--- config.mk ---
export PLATFORM = sky130hd
export DESIGN_NAME = mvd_decoder
export DESIGN_NICKNAME = d
export VERILOG_FILES = /design/src/design/mvd_pkg.sv /design/src/design/mvd_return_stack.sv /design/src/design/mvd_decoder.sv
export SDC_FILE = /design/constraint.sdc
export NUM_CORES = 1
export LEC_CHECK = 0
export BUFFER_PORTS_ARGS = -buffer_cell sky130_fd_sc_hd__buf_2
export CAP_MARGIN = 15
export CORE_MARGIN = 2
export CORE_UTILIZATION = 50
export CTS_CLUSTER_DIAMETER = 150
export CTS_CLUSTER_SIZE = 24
export DETAILED_ROUTE_END_ITERATION = 6
export GPL_TIMING_DRIVEN = 0
export MAX_ROUTING_LAYER = met4
export PLACE_DENSITY = 0.82
export REMOVE_ABC_BUFFERS = 1
export SYNTH_ARGS = -nofsm -noshare
export SYNTH_HDL_FRONTEND = slang
export SYNTH_SLANG_ARGS = --single-unit
export TNS_END_PERCENT = 50
--- constraint.sdc ---
create_clock -name ref_clk_in -period 4.1 [get_ports ref_clk_in]
set_clock_uncertainty 0.05 [all_clocks]
set_input_delay 0 -clock ref_clk_in [delete_from_list [all_inputs] [get_ports ref_clk_in]]
set_output_delay 0 -clock ref_clk_in [all_outputs]
set_load 0.05 [all_outputs]
--- src/design/mvd_pkg.sv ---
// Package with constants and carrier types for the move instruction decoder.
package mvd_pkg;
  localparam int INSTR_W = 16;
  localparam int DATA_W = 8;
  localparam int FMT_BIT = 15;
  localparam int SRC_LSB = 0;
  localparam int SRC_W = 8;
  localparam int SRC_MOD_LSB = 0;
  localparam int SRC_IDX_LSB = 4;
  localparam int MOD_W = 4;
  localparam int SRC_IDX_W = 4;
  localparam int DST_MOD_LSB = 8;
  localparam int DST_SUB_LSB = 12;
  localparam int DST_SUB_W = 3;
  localparam int PFX_W = 2;
  localparam int DST_IDX_W = DST_SUB_W + PFX_W;
  localparam int STK_DEPTH = 4;
  localparam int STK_W = 16;
  localparam int SP_W = 2;
  localparam logic [SP_W-1:0] SP_RESET = 2'h3;
  localparam logic [MOD_W-1:0] PFX_MODULE = 4'hb;
  localparam int NUM_DP = 3;
  localparam int DP_W = 8;

  typedef struct packed {
    logic imm_valid;
    logic [DATA_W-1:0] imm_value;
    logic src_reg_valid;
    logic [MOD_W-1:0] src_module;
    logic [SRC_IDX_W-1:0] src_index;
  } mvd_src_type;

  typedef struct packed {
    logic dst_valid;
    logic [MOD_W-1:0] dst_module;
    logic [DST_IDX_W-1:0] dst_index;
  } mvd_dst_type;

  typedef enum logic [1:0] {
    MVD_DP_NONE = 2'b00,
    MVD_DP_INC = 2'b01,
    MVD_DP_DEC = 2'b10
  } mvd_dp_op_type;
endpackage

--- src/design/mvd_return_stack.sv ---
// Four-entry return-address stack with registered read data.
module mvd_return_stack
  import mvd_pkg::*;
#(
  parameter int DEPTH = STK_DEPTH
) (
  input wire logic ref_clk_in,
  input wire logic rst_b_in,
  input wire logic push_in,
  input wire logic pop_in,
  input wire logic [STK_W-1:0] push_data_in,
  output logic [STK_W-1:0] pop_data_out,
  output logic [SP_W-1:0] stack_pointer_out
);
  logic [STK_W-1:0] mem_q [DEPTH];
  logic [SP_W-1:0] sp_q;
  logic [SP_W-1:0] sp_inc;
  logic [STK_W-1:0] rd_q;

  assign sp_inc = sp_q + 2'h1;
  assign stack_pointer_out = sp_q;
  assign pop_data_out = rd_q;

  always_ff @(posedge ref_clk_in) begin
    if (!rst_b_in) begin
      sp_q <= SP_RESET;
      rd_q <= 16'h0000;
    end else if (push_in) begin
      sp_q <= sp_inc;
      mem_q[sp_inc] <= push_data_in;
    end else if (pop_in) begin
      rd_q <= mem_q[sp_q];
      sp_q <= sp_q - 2'h1;
    end
  end

  chk_sp_reset_top: assert property (@(posedge ref_clk_in) !rst_b_in |=> sp_q == SP_RESET)
    else $error("Stack pointer not at top after reset.");
  chk_push_inc_store: assert property (@(posedge ref_clk_in) disable iff (!rst_b_in)
    push_in |=> sp_q == $past(sp_q) + 2'h1 && mem_q[sp_q] == $past(push_data_in))
    else $error("Push did not increment then store.");
  chk_pop_read_dec: assert property (@(posedge ref_clk_in) disable iff (!rst_b_in)
    pop_in && !push_in |=> rd_q == $past(mem_q[sp_q]) && sp_q == $past(sp_q) - 2'h1)
    else $error("Pop did not read then decrement.");
endmodule

--- src/design/mvd_decoder.sv ---
// Single-cycle move instruction decoder with prefix, stack and data pointers.
// Behaviour
// - Each instruction is one fixed 16-bit word.
// - Bit 15 selects immediate or register source.
// - Bits 0 to 7 form the source field.
// - Source register: low nibble module, high nibble index.
// - Bits 8 to 14 select destination: low four module, top three subindex.
// - Upper destination indexes need extra bits from the destination prefix.
// - A prefix write is its own instruction costing one cycle.
// - Fetch and execute complete in one cycle without pipeline.
// - Operations are register moves; selects trigger side effects.
// - ALU uses accumulator with any register, 8 bits wide.
// - Hardware return stack is four entries deep.
// - Three data pointers auto increment or decrement, pre or post.
// - Stack pointer resets to 03h.
// - Push increments then stores; pop reads then decrements.
module mvd_decoder
  import mvd_pkg::*;
(
  input wire logic ref_clk_in,
  input wire logic rst_b_in,
  input wire logic instr_valid_in,
  input wire logic [INSTR_W-1:0] instr_in,
  input wire logic push_in,
  input wire logic pop_in,
  input wire logic [STK_W-1:0] push_data_in,
  input wire logic [NUM_DP-1:0] dp_sel_in,
  input wire logic [1:0] dp_op_in,
  input wire logic dp_pre_in,
  input wire logic [DATA_W-1:0] accumulator_in,
  input wire logic [DATA_W-1:0] src_data_in,
  output mvd_src_type src_out,
  output mvd_dst_type dst_out,
  output logic [DATA_W-1:0] alu_a_out,
  output logic [DATA_W-1:0] alu_b_out,
  output logic [PFX_W-1:0] destination_prefix_out,
  output logic [STK_W-1:0] pop_data_out,
  output logic [SP_W-1:0] stack_pointer_out,
  output logic [NUM_DP*DP_W-1:0] dp_addr_out,
  output logic [NUM_DP*DP_W-1:0] dp_value_out
);
  logic fmt_imm;
  logic [SRC_W-1:0] src_field;
  logic [MOD_W-1:0] dst_mod;
  logic [DST_SUB_W-1:0] dst_sub;
  logic pfx_write;
  logic [PFX_W-1:0] pfx_q;
  logic [PFX_W-1:0] pfx_d;
  mvd_src_type src_q;
  mvd_src_type src_d;
  mvd_dst_type dst_q;
  mvd_dst_type dst_d;
  logic [DATA_W-1:0] alu_b_q;
  logic [DATA_W-1:0] alu_a_q;
  logic [DP_W-1:0] dp_q [NUM_DP];

  function automatic logic [DP_W-1:0] dp_step(input logic [DP_W-1:0] v, input logic [1:0] op);
    dp_step = (op == MVD_DP_INC) ? v + 8'h01 : (op == MVD_DP_DEC) ? v - 8'h01 : v;
  endfunction

  assign fmt_imm = ~instr_in[FMT_BIT];
  assign src_field = instr_in[SRC_LSB +: SRC_W];
  assign dst_mod = instr_in[DST_MOD_LSB +: MOD_W];
  assign dst_sub = instr_in[DST_SUB_LSB +: DST_SUB_W];
  assign pfx_write = instr_valid_in && dst_mod == PFX_MODULE;

  assign src_d.imm_valid = instr_valid_in && fmt_imm;
  assign src_d.imm_value = fmt_imm ? src_field : 8'h00;
  assign src_d.src_reg_valid = instr_valid_in && !fmt_imm;
  assign src_d.src_module = fmt_imm ? 4'h0 : src_field[SRC_MOD_LSB +: MOD_W];
  assign src_d.src_index = fmt_imm ? 4'h0 : src_field[SRC_IDX_LSB +: SRC_IDX_W];
  assign dst_d.dst_valid = instr_valid_in;
  assign dst_d.dst_module = dst_mod;
  assign dst_d.dst_index = {pfx_q, dst_sub};
  assign pfx_d = pfx_write ? dst_sub[PFX_W-1:0] : (instr_valid_in ? 2'h0 : pfx_q);

  always_ff @(posedge ref_clk_in) begin
    if (!rst_b_in) begin
      pfx_q <= 2'h0;
      src_q <= '0;
      dst_q <= '0;
      alu_a_q <= 8'h00;
      alu_b_q <= 8'h00;
    end else begin
      pfx_q <= pfx_d;
      src_q <= src_d;
      dst_q <= dst_d;
      alu_a_q <= accumulator_in;
      alu_b_q <= fmt_imm ? src_field : src_data_in;
    end
  end

  assign src_out = src_q;
  assign dst_out = dst_q;
  assign alu_a_out = alu_a_q;
  assign alu_b_out = alu_b_q;
  assign destination_prefix_out = pfx_q;

  genvar g;
  generate
    for (g = 0; g < NUM_DP; g++) begin : g_dp
      logic [DP_W-1:0] pre_v;
      assign pre_v = dp_pre_in ? dp_step(dp_q[g], dp_op_in) : dp_q[g];
      always_ff @(posedge ref_clk_in) begin
        if (!rst_b_in) begin
          dp_q[g] <= 8'h00;
          dp_addr_out[g*DP_W +: DP_W] <= 8'h00;
        end else if (dp_sel_in[g]) begin
          dp_addr_out[g*DP_W +: DP_W] <= pre_v;
          dp_q[g] <= dp_step(dp_q[g], dp_op_in);
        end
      end
      assign dp_value_out[g*DP_W +: DP_W] = dp_q[g];
      chk_dp_unsel_hold: assert property (@(posedge ref_clk_in) disable iff (!rst_b_in)
        !dp_sel_in[g] |=> dp_q[g] == $past(dp_q[g])
          && dp_addr_out[g*DP_W +: DP_W] == $past(dp_addr_out[g*DP_W +: DP_W]))
        else $error("Unselected data pointer moved.");
      chk_dp_pre_step: assert property (@(posedge ref_clk_in) disable iff (!rst_b_in)
        dp_sel_in[g] && dp_pre_in |=> dp_addr_out[g*DP_W +: DP_W] == dp_q[g])
        else $error("Pre-modified address differs from the new pointer.");
      chk_dp_post_step: assert property (@(posedge ref_clk_in) disable iff (!rst_b_in)
        dp_sel_in[g] && !dp_pre_in |=> dp_addr_out[g*DP_W +: DP_W] == $past(dp_q[g]))
        else $error("Post-modified address differs from the old pointer.");
      chk_dp_dec_step: assert property (@(posedge ref_clk_in) disable iff (!rst_b_in)
        dp_sel_in[g] && dp_op_in == 2'b10 |=> dp_q[g] == $past(dp_q[g]) - 8'h01)
        else $error("Pointer decrement wrong.");
      chk_dp_none_step: assert property (@(posedge ref_clk_in) disable iff (!rst_b_in)
        dp_sel_in[g] && dp_op_in[0] == dp_op_in[1] |=> dp_q[g] == $past(dp_q[g]))
        else $error("Pointer moved without a step.");
    end
  endgenerate

  mvd_return_stack #(
    .DEPTH(STK_DEPTH)
  ) u_stack (
    .ref_clk_in(ref_clk_in),
    .rst_b_in(rst_b_in),
    .push_in(push_in),
    .pop_in(pop_in),
    .push_data_in(push_data_in),
    .pop_data_out(pop_data_out),
    .stack_pointer_out(stack_pointer_out)
  );

  chk_src_imm_fmt: assert property (@(posedge ref_clk_in) disable iff (!rst_b_in)
    instr_valid_in && !instr_in[15] |=> src_out.imm_valid && src_out.imm_value == $past(instr_in[7:0]))
    else $error("Immediate source not decoded.");
  chk_src_reg_split: assert property (@(posedge ref_clk_in) disable iff (!rst_b_in)
    instr_valid_in && instr_in[15] |=> src_out.src_reg_valid
      && src_out.src_module == $past(instr_in[3:0]) && src_out.src_index == $past(instr_in[7:4]))
    else $error("Register source fields wrong.");
  chk_dst_split: assert property (@(posedge ref_clk_in) disable iff (!rst_b_in)
    instr_valid_in |=> dst_out.dst_module == $past(instr_in[11:8])
      && dst_out.dst_index[2:0] == $past(instr_in[14:12]))
    else $error("Destination fields wrong.");
  chk_pfx_extends_next: assert property (@(posedge ref_clk_in) disable iff (!rst_b_in)
    instr_valid_in && instr_in[11:8] == 4'hb ##1 instr_valid_in
      |=> dst_out.dst_index[4:3] == $past(instr_in[13:12], 2))
    else $error("Prefix did not extend following destination.");
  chk_pfx_one_shot: assert property (@(posedge ref_clk_in) disable iff (!rst_b_in)
    instr_valid_in && instr_in[11:8] != 4'hb |=> pfx_q == 2'h0)
    else $error("Prefix not cleared after use.");
  chk_pfx_one_cycle: assert property (@(posedge ref_clk_in) disable iff (!rst_b_in)
    instr_valid_in && instr_in[11:8] == 4'hb |=> pfx_q == $past(instr_in[13:12]))
    else $error("Prefix write not taken in one cycle.");
  chk_alu_operand_b: assert property (@(posedge ref_clk_in) disable iff (!rst_b_in)
    instr_in[15] |=> alu_b_out == $past(src_data_in) && alu_a_out == $past(accumulator_in))
    else $error("ALU operands wrong.");
  chk_dp_post_inc: assert property (@(posedge ref_clk_in) disable iff (!rst_b_in)
    dp_sel_in[0] && !dp_pre_in && dp_op_in == 2'b01
      |=> dp_addr_out[7:0] == $past(dp_q[0]) && dp_q[0] == $past(dp_q[0]) + 8'h01)
    else $error("Post increment wrong.");

  // Valid flags answer in the next cycle only.
  chk_idle_no_valid: assert property (@(posedge ref_clk_in) disable iff (!rst_b_in)
    !instr_valid_in |=> !src_out.imm_valid && !src_out.src_reg_valid && !dst_out.dst_valid)
    else $error("Valid flag raised without an instruction.");
  chk_answer_next_cycle: assert property (@(posedge ref_clk_in) disable iff (!rst_b_in)
    instr_valid_in |=> dst_out.dst_valid && (src_out.imm_valid != src_out.src_reg_valid))
    else $error("Instruction not answered in the next cycle.");
  chk_reset_clears_out: assert property (@(posedge ref_clk_in)
    !rst_b_in |=> destination_prefix_out == 2'h0 && !dst_out.dst_valid
      && !src_out.imm_valid && !src_out.src_reg_valid)
    else $error("Decoder outputs not cleared by reset.");

  // Unused source fields stay at zero.
  chk_src_reg_no_imm: assert property (@(posedge ref_clk_in) disable iff (!rst_b_in)
    instr_valid_in && instr_in[15] |=> !src_out.imm_valid && src_out.imm_value == 8'h00)
    else $error("Register source leaked an immediate.");
  chk_src_imm_no_reg: assert property (@(posedge ref_clk_in) disable iff (!rst_b_in)
    instr_valid_in && !instr_in[15] |=> !src_out.src_reg_valid
      && src_out.src_module == 4'h0 && src_out.src_index == 4'h0)
    else $error("Immediate source leaked register selects.");

  // The prefix lives until the next instruction.
  chk_pfx_idle_hold: assert property (@(posedge ref_clk_in) disable iff (!rst_b_in)
    !instr_valid_in |=> pfx_q == $past(pfx_q))
    else $error("Prefix changed during an idle cycle.");
  chk_dst_no_pfx: assert property (@(posedge ref_clk_in) disable iff (!rst_b_in)
    instr_valid_in && instr_in[11:8] != 4'hb ##1 instr_valid_in
      |=> dst_out.dst_index[4:3] == 2'h0)
    else $error("Unprefixed destination got upper index bits.");

  // Operand registers and stack outputs.
  chk_alu_imm_operand: assert property (@(posedge ref_clk_in) disable iff (!rst_b_in)
    !instr_in[15] |=> alu_b_out == $past(instr_in[7:0]))
    else $error("Immediate operand not passed to the ALU.");
  chk_alu_a_every: assert property (@(posedge ref_clk_in) disable iff (!rst_b_in)
    1'b1 |=> alu_a_out == $past(accumulator_in))
    else $error("Accumulator operand not registered.");
  chk_stack_idle_hold: assert property (@(posedge ref_clk_in) disable iff (!rst_b_in)
    !push_in && !pop_in |=> stack_pointer_out == $past(stack_pointer_out)
      && pop_data_out == $past(pop_data_out))
    else $error("Stack outputs moved without an operation.");
  chk_stack_push_sp: assert property (@(posedge ref_clk_in) disable iff (!rst_b_in)
    push_in |=> stack_pointer_out == $past(stack_pointer_out) + 2'h1)
    else $error("Push did not advance the stack pointer.");
  chk_stack_pop_sp: assert property (@(posedge ref_clk_in) disable iff (!rst_b_in)
    pop_in && !push_in |=> stack_pointer_out == $past(stack_pointer_out) - 2'h1)
    else $error("Pop did not retreat the stack pointer.");
endmodule

Yosys cells after proc, flatten, opt, wreduce, memory -nomap -nowiden
Memories as Yosys holds them, arrays and structs flattened. A register that Yosys moved wholly into a read port is not among the register bits.
Index checks and enable logic that the tools add are counted.

operators by class
  add/sub/neg operators = 8
  reduce and logical (&&, ||, !) cells = 9
  muxes and demuxes = 30
  bitwise logic cells = 6
  equal/unequal tests = 3

operators by type and width
  cell                   number
  $mux W8                13
  $add A8 B1 Y8 const B  3
  $sub A8 B1 Y8 const B  3
  $mux W1                13
  $mux W2                4
  $eq A4 B4 Y1 const B   1
  $reduce_and A2 Y1      2
  $reduce_bool A2 Y1     2
  $logic_and A1 B1 Y1    3
  $not A1 Y1             3
  $or A1 B1 Y1           3
  $add A2 B1 Y2 const B  1
  $eq A2 B1 Y1 const B   1
  $eq A2 B2 Y1 const B   1
  $reduce_or A2 Y1       1
  $sub A2 B1 Y2 const B  1
  $logic_not A1 Y1       1

storage, ports and cells
  output and inout port bits = 112
  memories = 2
  memory bits (writable) = 88
  bits in registers = 72
  input bits = 59

memories
  memory         depth  width  rd ports  clocked after Yosys merged registers in  wr ports  line                    source
  u_stack.mem_q  4      16     1         1                                        1         mvd_return_stack.sv:15  logic [STK_W-1:0] mem_q [DEPTH];
  dp_q           3      8      3         0                                        3         mvd_decoder.sv:55       logic [DP_W-1:0] dp_q [NUM_DP];

Longest topological paths before layout
Gate-level depths: netlist of the first run.

  depth after elaboration = 4
  mapped depth = 7
  gate-level depth less buffers = 7

Hierarchy
Synthesis of the first run repeated with hierarchy kept, for this count alone.

unflattened totals
  cells, all modules = 591
  area, all modules = 7199.4 um^2

modules (own cells, without submodules)
  module            area an instance (um^2)  cells each  sequential area each (um^2)  instances
  mvd_decoder       4105.2                   414         2122.0                       1
  mvd_return_stack  3094.2                   177         2282.2                       1

Worst setup path after synthesis of the first run
Ideal clock, no wire load.

  kind = reg-to-reg
  start = register u_stack.sp_q[0] (netlist: u_stack.stack_pointer_out[0])
  end = memory u_stack.mem_q[1][0], enable pin
  stages on the path, launching flop included = 6
  setup slack = 1.779 ns
  data required time = 3.731 ns
  arrival = 1.952 ns
  path buffers = 2
  cell sequence = dfxtp_1 > buf_2 > buf_2 > inv_1 > ha_1 > and3_1

between the ends
  word-level cells in the longest chain between the ends = 1

RTL lines
  what                    line                    source
  start, declared         mvd_return_stack.sv:16  logic [SP_W-1:0] sp_q;
  start signal, assigned  mvd_return_stack.sv:29  sp_q <= sp_inc;
  start signal, assigned  mvd_return_stack.sv:33  sp_q <= sp_q - 2'h1;
  $add A2 B1 Y2           mvd_return_stack.sv:20  assign sp_inc = sp_q + 2'h1;
  end, declared           mvd_return_stack.sv:15

Every way passes these cells.

Worst setup path after layout of the first run
  start = register u_stack.sp_q[1] (netlist: u_stack.stack_pointer_out[1])
  end = register u_stack.sp_q[1] (netlist: u_stack.stack_pointer_out[1])

between the ends
  word-level cells in the longest chain between the ends = 3

RTL lines
  what           line                    source
  $sub A2 B1 Y2  mvd_return_stack.sv:33
  $mux W2        mvd_return_stack.sv:31  end else if (pop_in) begin
  $mux W2 (*)    mvd_return_stack.sv:28  end else if (push_in) begin

Mark *: on every way between the ends. The rest lies on a longest branch, timed or not. The select of a mux whose other input is x is not followed.
A chain may end at the register's enable or synchronous reset.

==> reports/metrics.yaml, run 1 <==
synth:
  synth.cell_area_um2: 7150
  synth_top_area_share_pct: 37.0
  async_flop_share_pct: 0
  netlist_instances: 609
  synth_compound_area_share_pct: 9.00
  synth_top_family_by_area: "simple AND/OR/NAND/NOR gates"
  synth-main-ff-cell: "edfxtp_1"
  synth_fa_ha_area_share_pct: 1.75
  ys_ff_latch: 176
  synth_edf_count: 88
  synth.area.mux_share_pct: 5.18
  synthXorXnorAreaFrac_pct: 3.80
  yosys-top-cells-area: "edfxtp_1 37%, dfxtp_1 25%, mux4_2 5.0%"
  synth.distinct_cells: 51
  yosys_warnings: 0
  yosys.area_share.simple_pct: 15.2
  yosysSeqAreaShare_pct: 61.6
  yosysTopAreaCell: "edfxtp_1"
  syn_area_per_cell_um2: 11.7
worst_setup_path:
  crit_path_end: "u_stack.stack_pointer_out[1]"
  worstPathArrival_ps: 2760
  end_kind: "flop"
  cp.required_ps: 4370
  crit_start: "u_stack.stack_pointer_out[1]"
  reg2reg_from: "u_stack.stack_pointer_out[1]"
  critPathKind: "reg -> reg"
  r2r_setup_slack_ps: 1610
  r2r_end: "u_stack.stack_pointer_out[1]"
  reg2reg_depth: 6
  start_kind: "flop"
  critPathMaxFanout: 21
placement:
  placed_area_um2: 8110
  placedCellCount: 924
  gp_congestion: 0.817
  dpl_worst_slack_ps: 1630
  hpwl_um: 10200
  numPortBuffers: 170
routing:
  drtAntennaViolNets: 0
  vias: 5474
  drt-pass1-iter-count: 4
  drt-total-wl_um: 17000
  drcViolationCount: 0
  drt_iter0_drc: 359
  post_drt_wl_per_cell_um: 16.7
  drt-vias-per-instance: 5.37
clock_tree:
  cts-htree-levels: 4
  cts_tree: "built"
  clock_latency_ps: 430
  cts_resized: 0
  clk_path_buf_depth: 2
  cts-root-buf: "clkbuf_16"
  clk_pin_slew_ps: 80
  cts-buffers-inserted: 17
  postCtsSetupRepairBufs: 0
  numClockSinks: 176
  hold_buffers: 64
final_layout:
  design_area_um2: 9390
  mostFrequentLayoutCell: "buf_2"
  multiInputGateArea_um2: 2500
  fill_cells: 999
  seq_area_um2: 4400
  areaGrowthSynthToFinish_pct: 31.4
  drive_above_1_share_pct: 27.3
  final_cells: 1020
  utilization_pct: 67.4
  antennaDiodeCount: 0
  layout_common_cells: "170 x buf_2, 88 x dfxtp_1, 88 x edfxtp_1"
  nets: 896
timing:
  worstMarginPinSlew_ps: 963
  rsz0062_at_grt: "no"
  clock.fmax_mhz: 402
  hold_violations: 0
  slew_viol_final: 0
  timing.hold.ws_ps: 39.3
  fin_crit_ps: 2490
  relSlewSlack_pct: 35.8
  fin_crit_sh_pct: 60.7
  setup_viol: 0
  tns_ps: 0
  worst_slack_ps: 1610
floorplan:
  die_y_um: 124
  core_area_um2: 13900
  row_count: 43
  initial_core_util_pct: 51.3
  dieArea_um2: 15300
  die_x_um: 124
  num_io_pins: 171
power_and_ir_drop:
  irDropWorstVdd_uv: 357
  p_per_area_nw_per_um2: 466
  leakage_nw: 3.95
  total_power_mw: 4.38
global_route:
  grt_pass1_vias: 5303
  antenna_found_initial: 0
  grt_remaining_overflow: 0
  grt_start_max_net_pins: 55
  grt_usage_pct: 23.1
  grt_pass1_wl_um: 26100
min_path:
  hold_path.class: "in -> reg"
  hold_depth: 4
run_status:
  outcome: "finished, final reports clean"
job:
  cap_violations: 0
==> final cells by class <==
class	count	share of cell area (%)
Sequential cell	176	46.9
Multi-Input combinational cell	370	26.6
Timing Repair Buffer	236	16.3
Clock buffer	17	4.53
Tap cell	180	2.40
Clock inverter	15	2.21
Inverter	26	1.04
==> cells by family (layout without fill, tap and decap cells) <==
group           count (synthesis)  in the layout
simple gates                  209            209
flops                         176            176
mux                            17             17
fa+ha+maj                      10             10
xor+xnor                       31             31
buf+inv                        63            294
compound gates                103            103
==> registers in the layout, summed over array words and instances, names as in the netlist <==
register,count
u_stack.mem_q,64
dp_addr_out,24
dp_q,24
src_out,18
u_stack.pop_data_out,16
dst_out,10
alu_a_out,8
alu_b_out,8
destination_prefix_out,2
u_stack.stack_pointer_out,2
==> worst min-delay path by stage <==
stage                        start                            to  slack [ps]
floorplan                 rst_b_in  u_stack.stack_pointer_out[0]          10
global placement    src_data_in[0]                  alu_b_out[0]         150
detailed placement  src_data_in[7]                  alu_b_out[7]         150
CTS                    dp_op_in[1]                dp_addr_out[9]           9
global route             dp_pre_in               dp_addr_out[17]         100
finish                 dp_op_in[1]                dp_addr_out[9]          40
==> where the power goes <==
part / switching, mW / total (mW) / internal, mW
Combinational: 0.456 / 0.695 / 0.239
Clock: 0.784 / 1.67 / 0.889
Sequential: 0.0733 / 2.01 / 1.94
==> Yosys cell counts, drive strengths merged, types with 5 or more instances <==
cell type	count
nor3	16
nand3	7
o21ai	25
and2	25
nand2	57
and3	15
nor3b	5
a21o	8
mux4	16
xor2	12
buf	7
nor2b	10
a211oi	13
clkbuf	30
nor2	44
nand4	5
xnor2	19
or4b	5
edfxtp	88
a21oi	34
nor4	5
inv	26
ha	10
dfxtp	88
==> worst max-delay path, stage by stage (launching register included) <==
cell and delay [ps]:
dfxtp_1 960, inv_1 180, ha_1 370, nand2_1 50
o21ai_0 70, o211ai_1 90, dlygate4sd3_1 610
==> per-layer routing <==
| metal | vias up | wire (um) | global-route usage (%) |
|---|---|---|---|
| met5 | - | 0 | - |
| met4 | 0 | 322 | 7.95 |
| met3 | 26 | 947 | 5.26 |
| met2 | 178 | 8730 | 39.0 |
| met1 | 2654 | 7020 | 27.3 |
| li1 | 2616 | - | - |
(Power assumes the default switching activity.)
==> inputs of run 2 (changes only) <==
==> constraint.sdc (replaced) <==
create_clock -name ref_clk_in -period 2.4 [get_ports ref_clk_in]
set_clock_uncertainty 0.05 [all_clocks]
set_input_delay 0 -clock ref_clk_in [delete_from_list [all_inputs] [get_ports ref_clk_in]]
set_output_delay 0 -clock ref_clk_in [all_outputs]
set_load 0.05 [all_outputs]
==> run 2 against run 1 <==
Count of clock-buffer cells in the layout did not move. Highest routed layer unchanged. Cell area barely moved. Wire length barely moved. Critical path type unchanged. Utilization barely moved. Critical endpoint unchanged. Register-to-register slack got worse by 1300 ps. Sequential cell count did not move. Non-clock buffer count did not move.
==> reports/metrics.yaml, run 2 (synthesis results as in run 1) <==
run_status:
  outcome: "finished, final reports clean"
timing:
  tns_ps: 0  # unchanged
  rsz0062_at_grt: "no"
  fin_crit_sh_pct: 88.4  # +28 points
  relSlewSlack_pct: 40.7  # +4.9 points
  clock.fmax_mhz: 471  # +17%
  hold_violations: 0  # unchanged
  worstMarginPinSlew_ps: 889  # -73.2 ps
  fin_crit_ps: 2120  # -368 ps
  slew_viol_final: 0  # unchanged
  setup_viol: 0  # unchanged
min_path:
  hold_path.class: "in -> reg"
placement:
  gp_congestion: 0.817  # unchanged
  hpwl_um: 10200  # unchanged
  numPortBuffers: 170  # unchanged
routing:
  drt-total-wl_um: 17000  # about the same
  drt-vias-per-instance: 5.35  # -0.22%
  drt-pass1-iter-count: 4  # unchanged
  vias: 5462  # -0.22%
  drcViolationCount: 0  # unchanged
  drt_iter0_drc: 358  # -0.28%
  post_drt_wl_per_cell_um: 16.7  # about the same
  drtAntennaViolNets: 0  # unchanged
floorplan:
  core_area_um2: 13900  # unchanged
  die_x_um: 124  # unchanged
  initial_core_util_pct: 51.3  # unchanged
  die_y_um: 124  # unchanged
  row_count: 43  # unchanged
  dieArea_um2: 15300  # unchanged
  num_io_pins: 171  # unchanged
global_route:
  grt_remaining_overflow: 0  # unchanged
  grt_pass1_wl_um: 26100  # unchanged
  grt_usage_pct: 23.1  # unchanged
  grt_start_max_net_pins: 55  # unchanged
  antenna_found_initial: 0  # unchanged
  grt_pass1_vias: 5303  # unchanged
clock_tree:
  cts_tree: "built"
  clock_latency_ps: 430  # about the same
  clk_pin_slew_ps: 80  # about the same
  cts-buffers-inserted: 17  # unchanged
  cts-root-buf: "clkbuf_16"
  cts-htree-levels: 4  # unchanged
  clk_path_buf_depth: 2  # unchanged
  numClockSinks: 176  # unchanged
  postCtsSetupRepairBufs: 0  # unchanged
worst_setup_path:
  end_kind: "flop"
  reg2reg_depth: 6  # unchanged
  start_kind: "flop"
  critPathMaxFanout: 21  # unchanged
  crit_start: "u_stack.stack_pointer_out[1]"
  r2r_end: "u_stack.stack_pointer_out[1]"
  worstPathArrival_ps: 2390  # -370 ps
  reg2reg_from: "u_stack.stack_pointer_out[1]"
  r2r_setup_slack_ps: 280  # -1330 ps
  cp.required_ps: 2670  # -1700 ps
  critPathKind: "reg -> reg"
  crit_path_end: "u_stack.stack_pointer_out[1]"
power_and_ir_drop:
  leakage_nw: 3.95  # about the same
  irDropWorstVdd_uv: 550  # +54%
  p_per_area_nw_per_um2: 796  # +71%
final_layout:
  regMostFlops: "u_stack.mem_q"
  top_regs: "u_stack.mem_q x64, dp_addr_out x24, dp_q x24"
  layout_common_cells: "169 x buf_2, 88 x edfxtp_1, 86 x dfxtp_1"
  largest_register_ffs: 64  # unchanged
  utilization_pct: 67.4  # about the same
  nets: 896  # unchanged
  mostFrequentLayoutCell: "buf_2"
  antennaDiodeCount: 0  # unchanged
  drive_above_1_share_pct: 27.5  # +0.24 points
  areaGrowthSynthToFinish_pct: 31.4  # about the same
job:
  cap_violations: 0  # unchanged
-- run 2: worst min-delay path by stage --
stage / startpoint / end / slack, ps / cells after the start
after floorplan: rst_b_in / u_stack.stack_pointer_out[0] / 10 / 1
after global placement: src_data_in[0] / alu_b_out[0] / 150 / 2
after detailed placement: src_data_in[7] / alu_b_out[7] / 150 / 2
after CTS: dp_op_in[1] / dp_addr_out[9] / 9 / 4
after global routing: dp_pre_in / dp_addr_out[17] / 100 / 3
final: dp_op_in[1] / dp_addr_out[9] / 40 / 4
-- run 2: final cells by class --
type | count | area, um^2
fillers | 996 | 4540
flip-flops and latches | 176 | 4410
multi-input cells | 370 | 2500
repair buffers | 236 | 1530
clock buffers | 17 | 425
well taps | 180 | 225
clock inverters | 15 | 208
inverters | 26 | 97.6
-- run 2: critical path, stage by stage, from the launching register on --
cell and delay, ps:
dfxtp_2 670, inv_1 150, ha_1 340, nand2_1 50, o21ai_0 70, o211ai_1 90
dlygate4sd3_1 590
-- run 2: layer usage --
metal,wire length [um],vias to the layer above,part of all wire (%),track usage [%]
met5,0,-,0,-
met4,299,0,1.8,7.95
met3,963,25,5.7,5.26
met2,8720,180,51,39.0
met1,7030,2640,41,27.3
li1,-,2617,-,-
-- run 2: what timing repair did --
| action | in CTS | in global routing |
|---|---|---|
| resized for setup | 1 | 2 |
| setup endpoints to repair | 32 | 9 |
| hold buffers | 64 | 0 |
| endpoints found under the hold margin | 131 | 0 |
-- run 2: through the flow --
stage | setup WS [ps] | total power, mW | area [um^2] | hold WS (ps) | instances
after floorplan | -44.4 | 4.25 | 7000 | 11.9 | 572
after global placement | -226 | 4.55 | 8080 | 146 | 922
after detailed placement | -72.1 | 4.59 | 8110 | 148 | 924
after CTS | 87.7 | 7.51 | 9390 | 8.64 | 1020
after global routing | 154 | 7.75 | 9390 | 104 | 1020
final | 278 | 7.48 | 9390 | 40.8 | 1020
-- run 2: power breakdown --
group	leakage, nW	switching (mW)	internal (mW)
Sequential	1.57	0.125	3.31
Combinational	2.08	0.779	0.407
Clock	0.298	1.34	1.52
Total	3.95	2.24	5.24
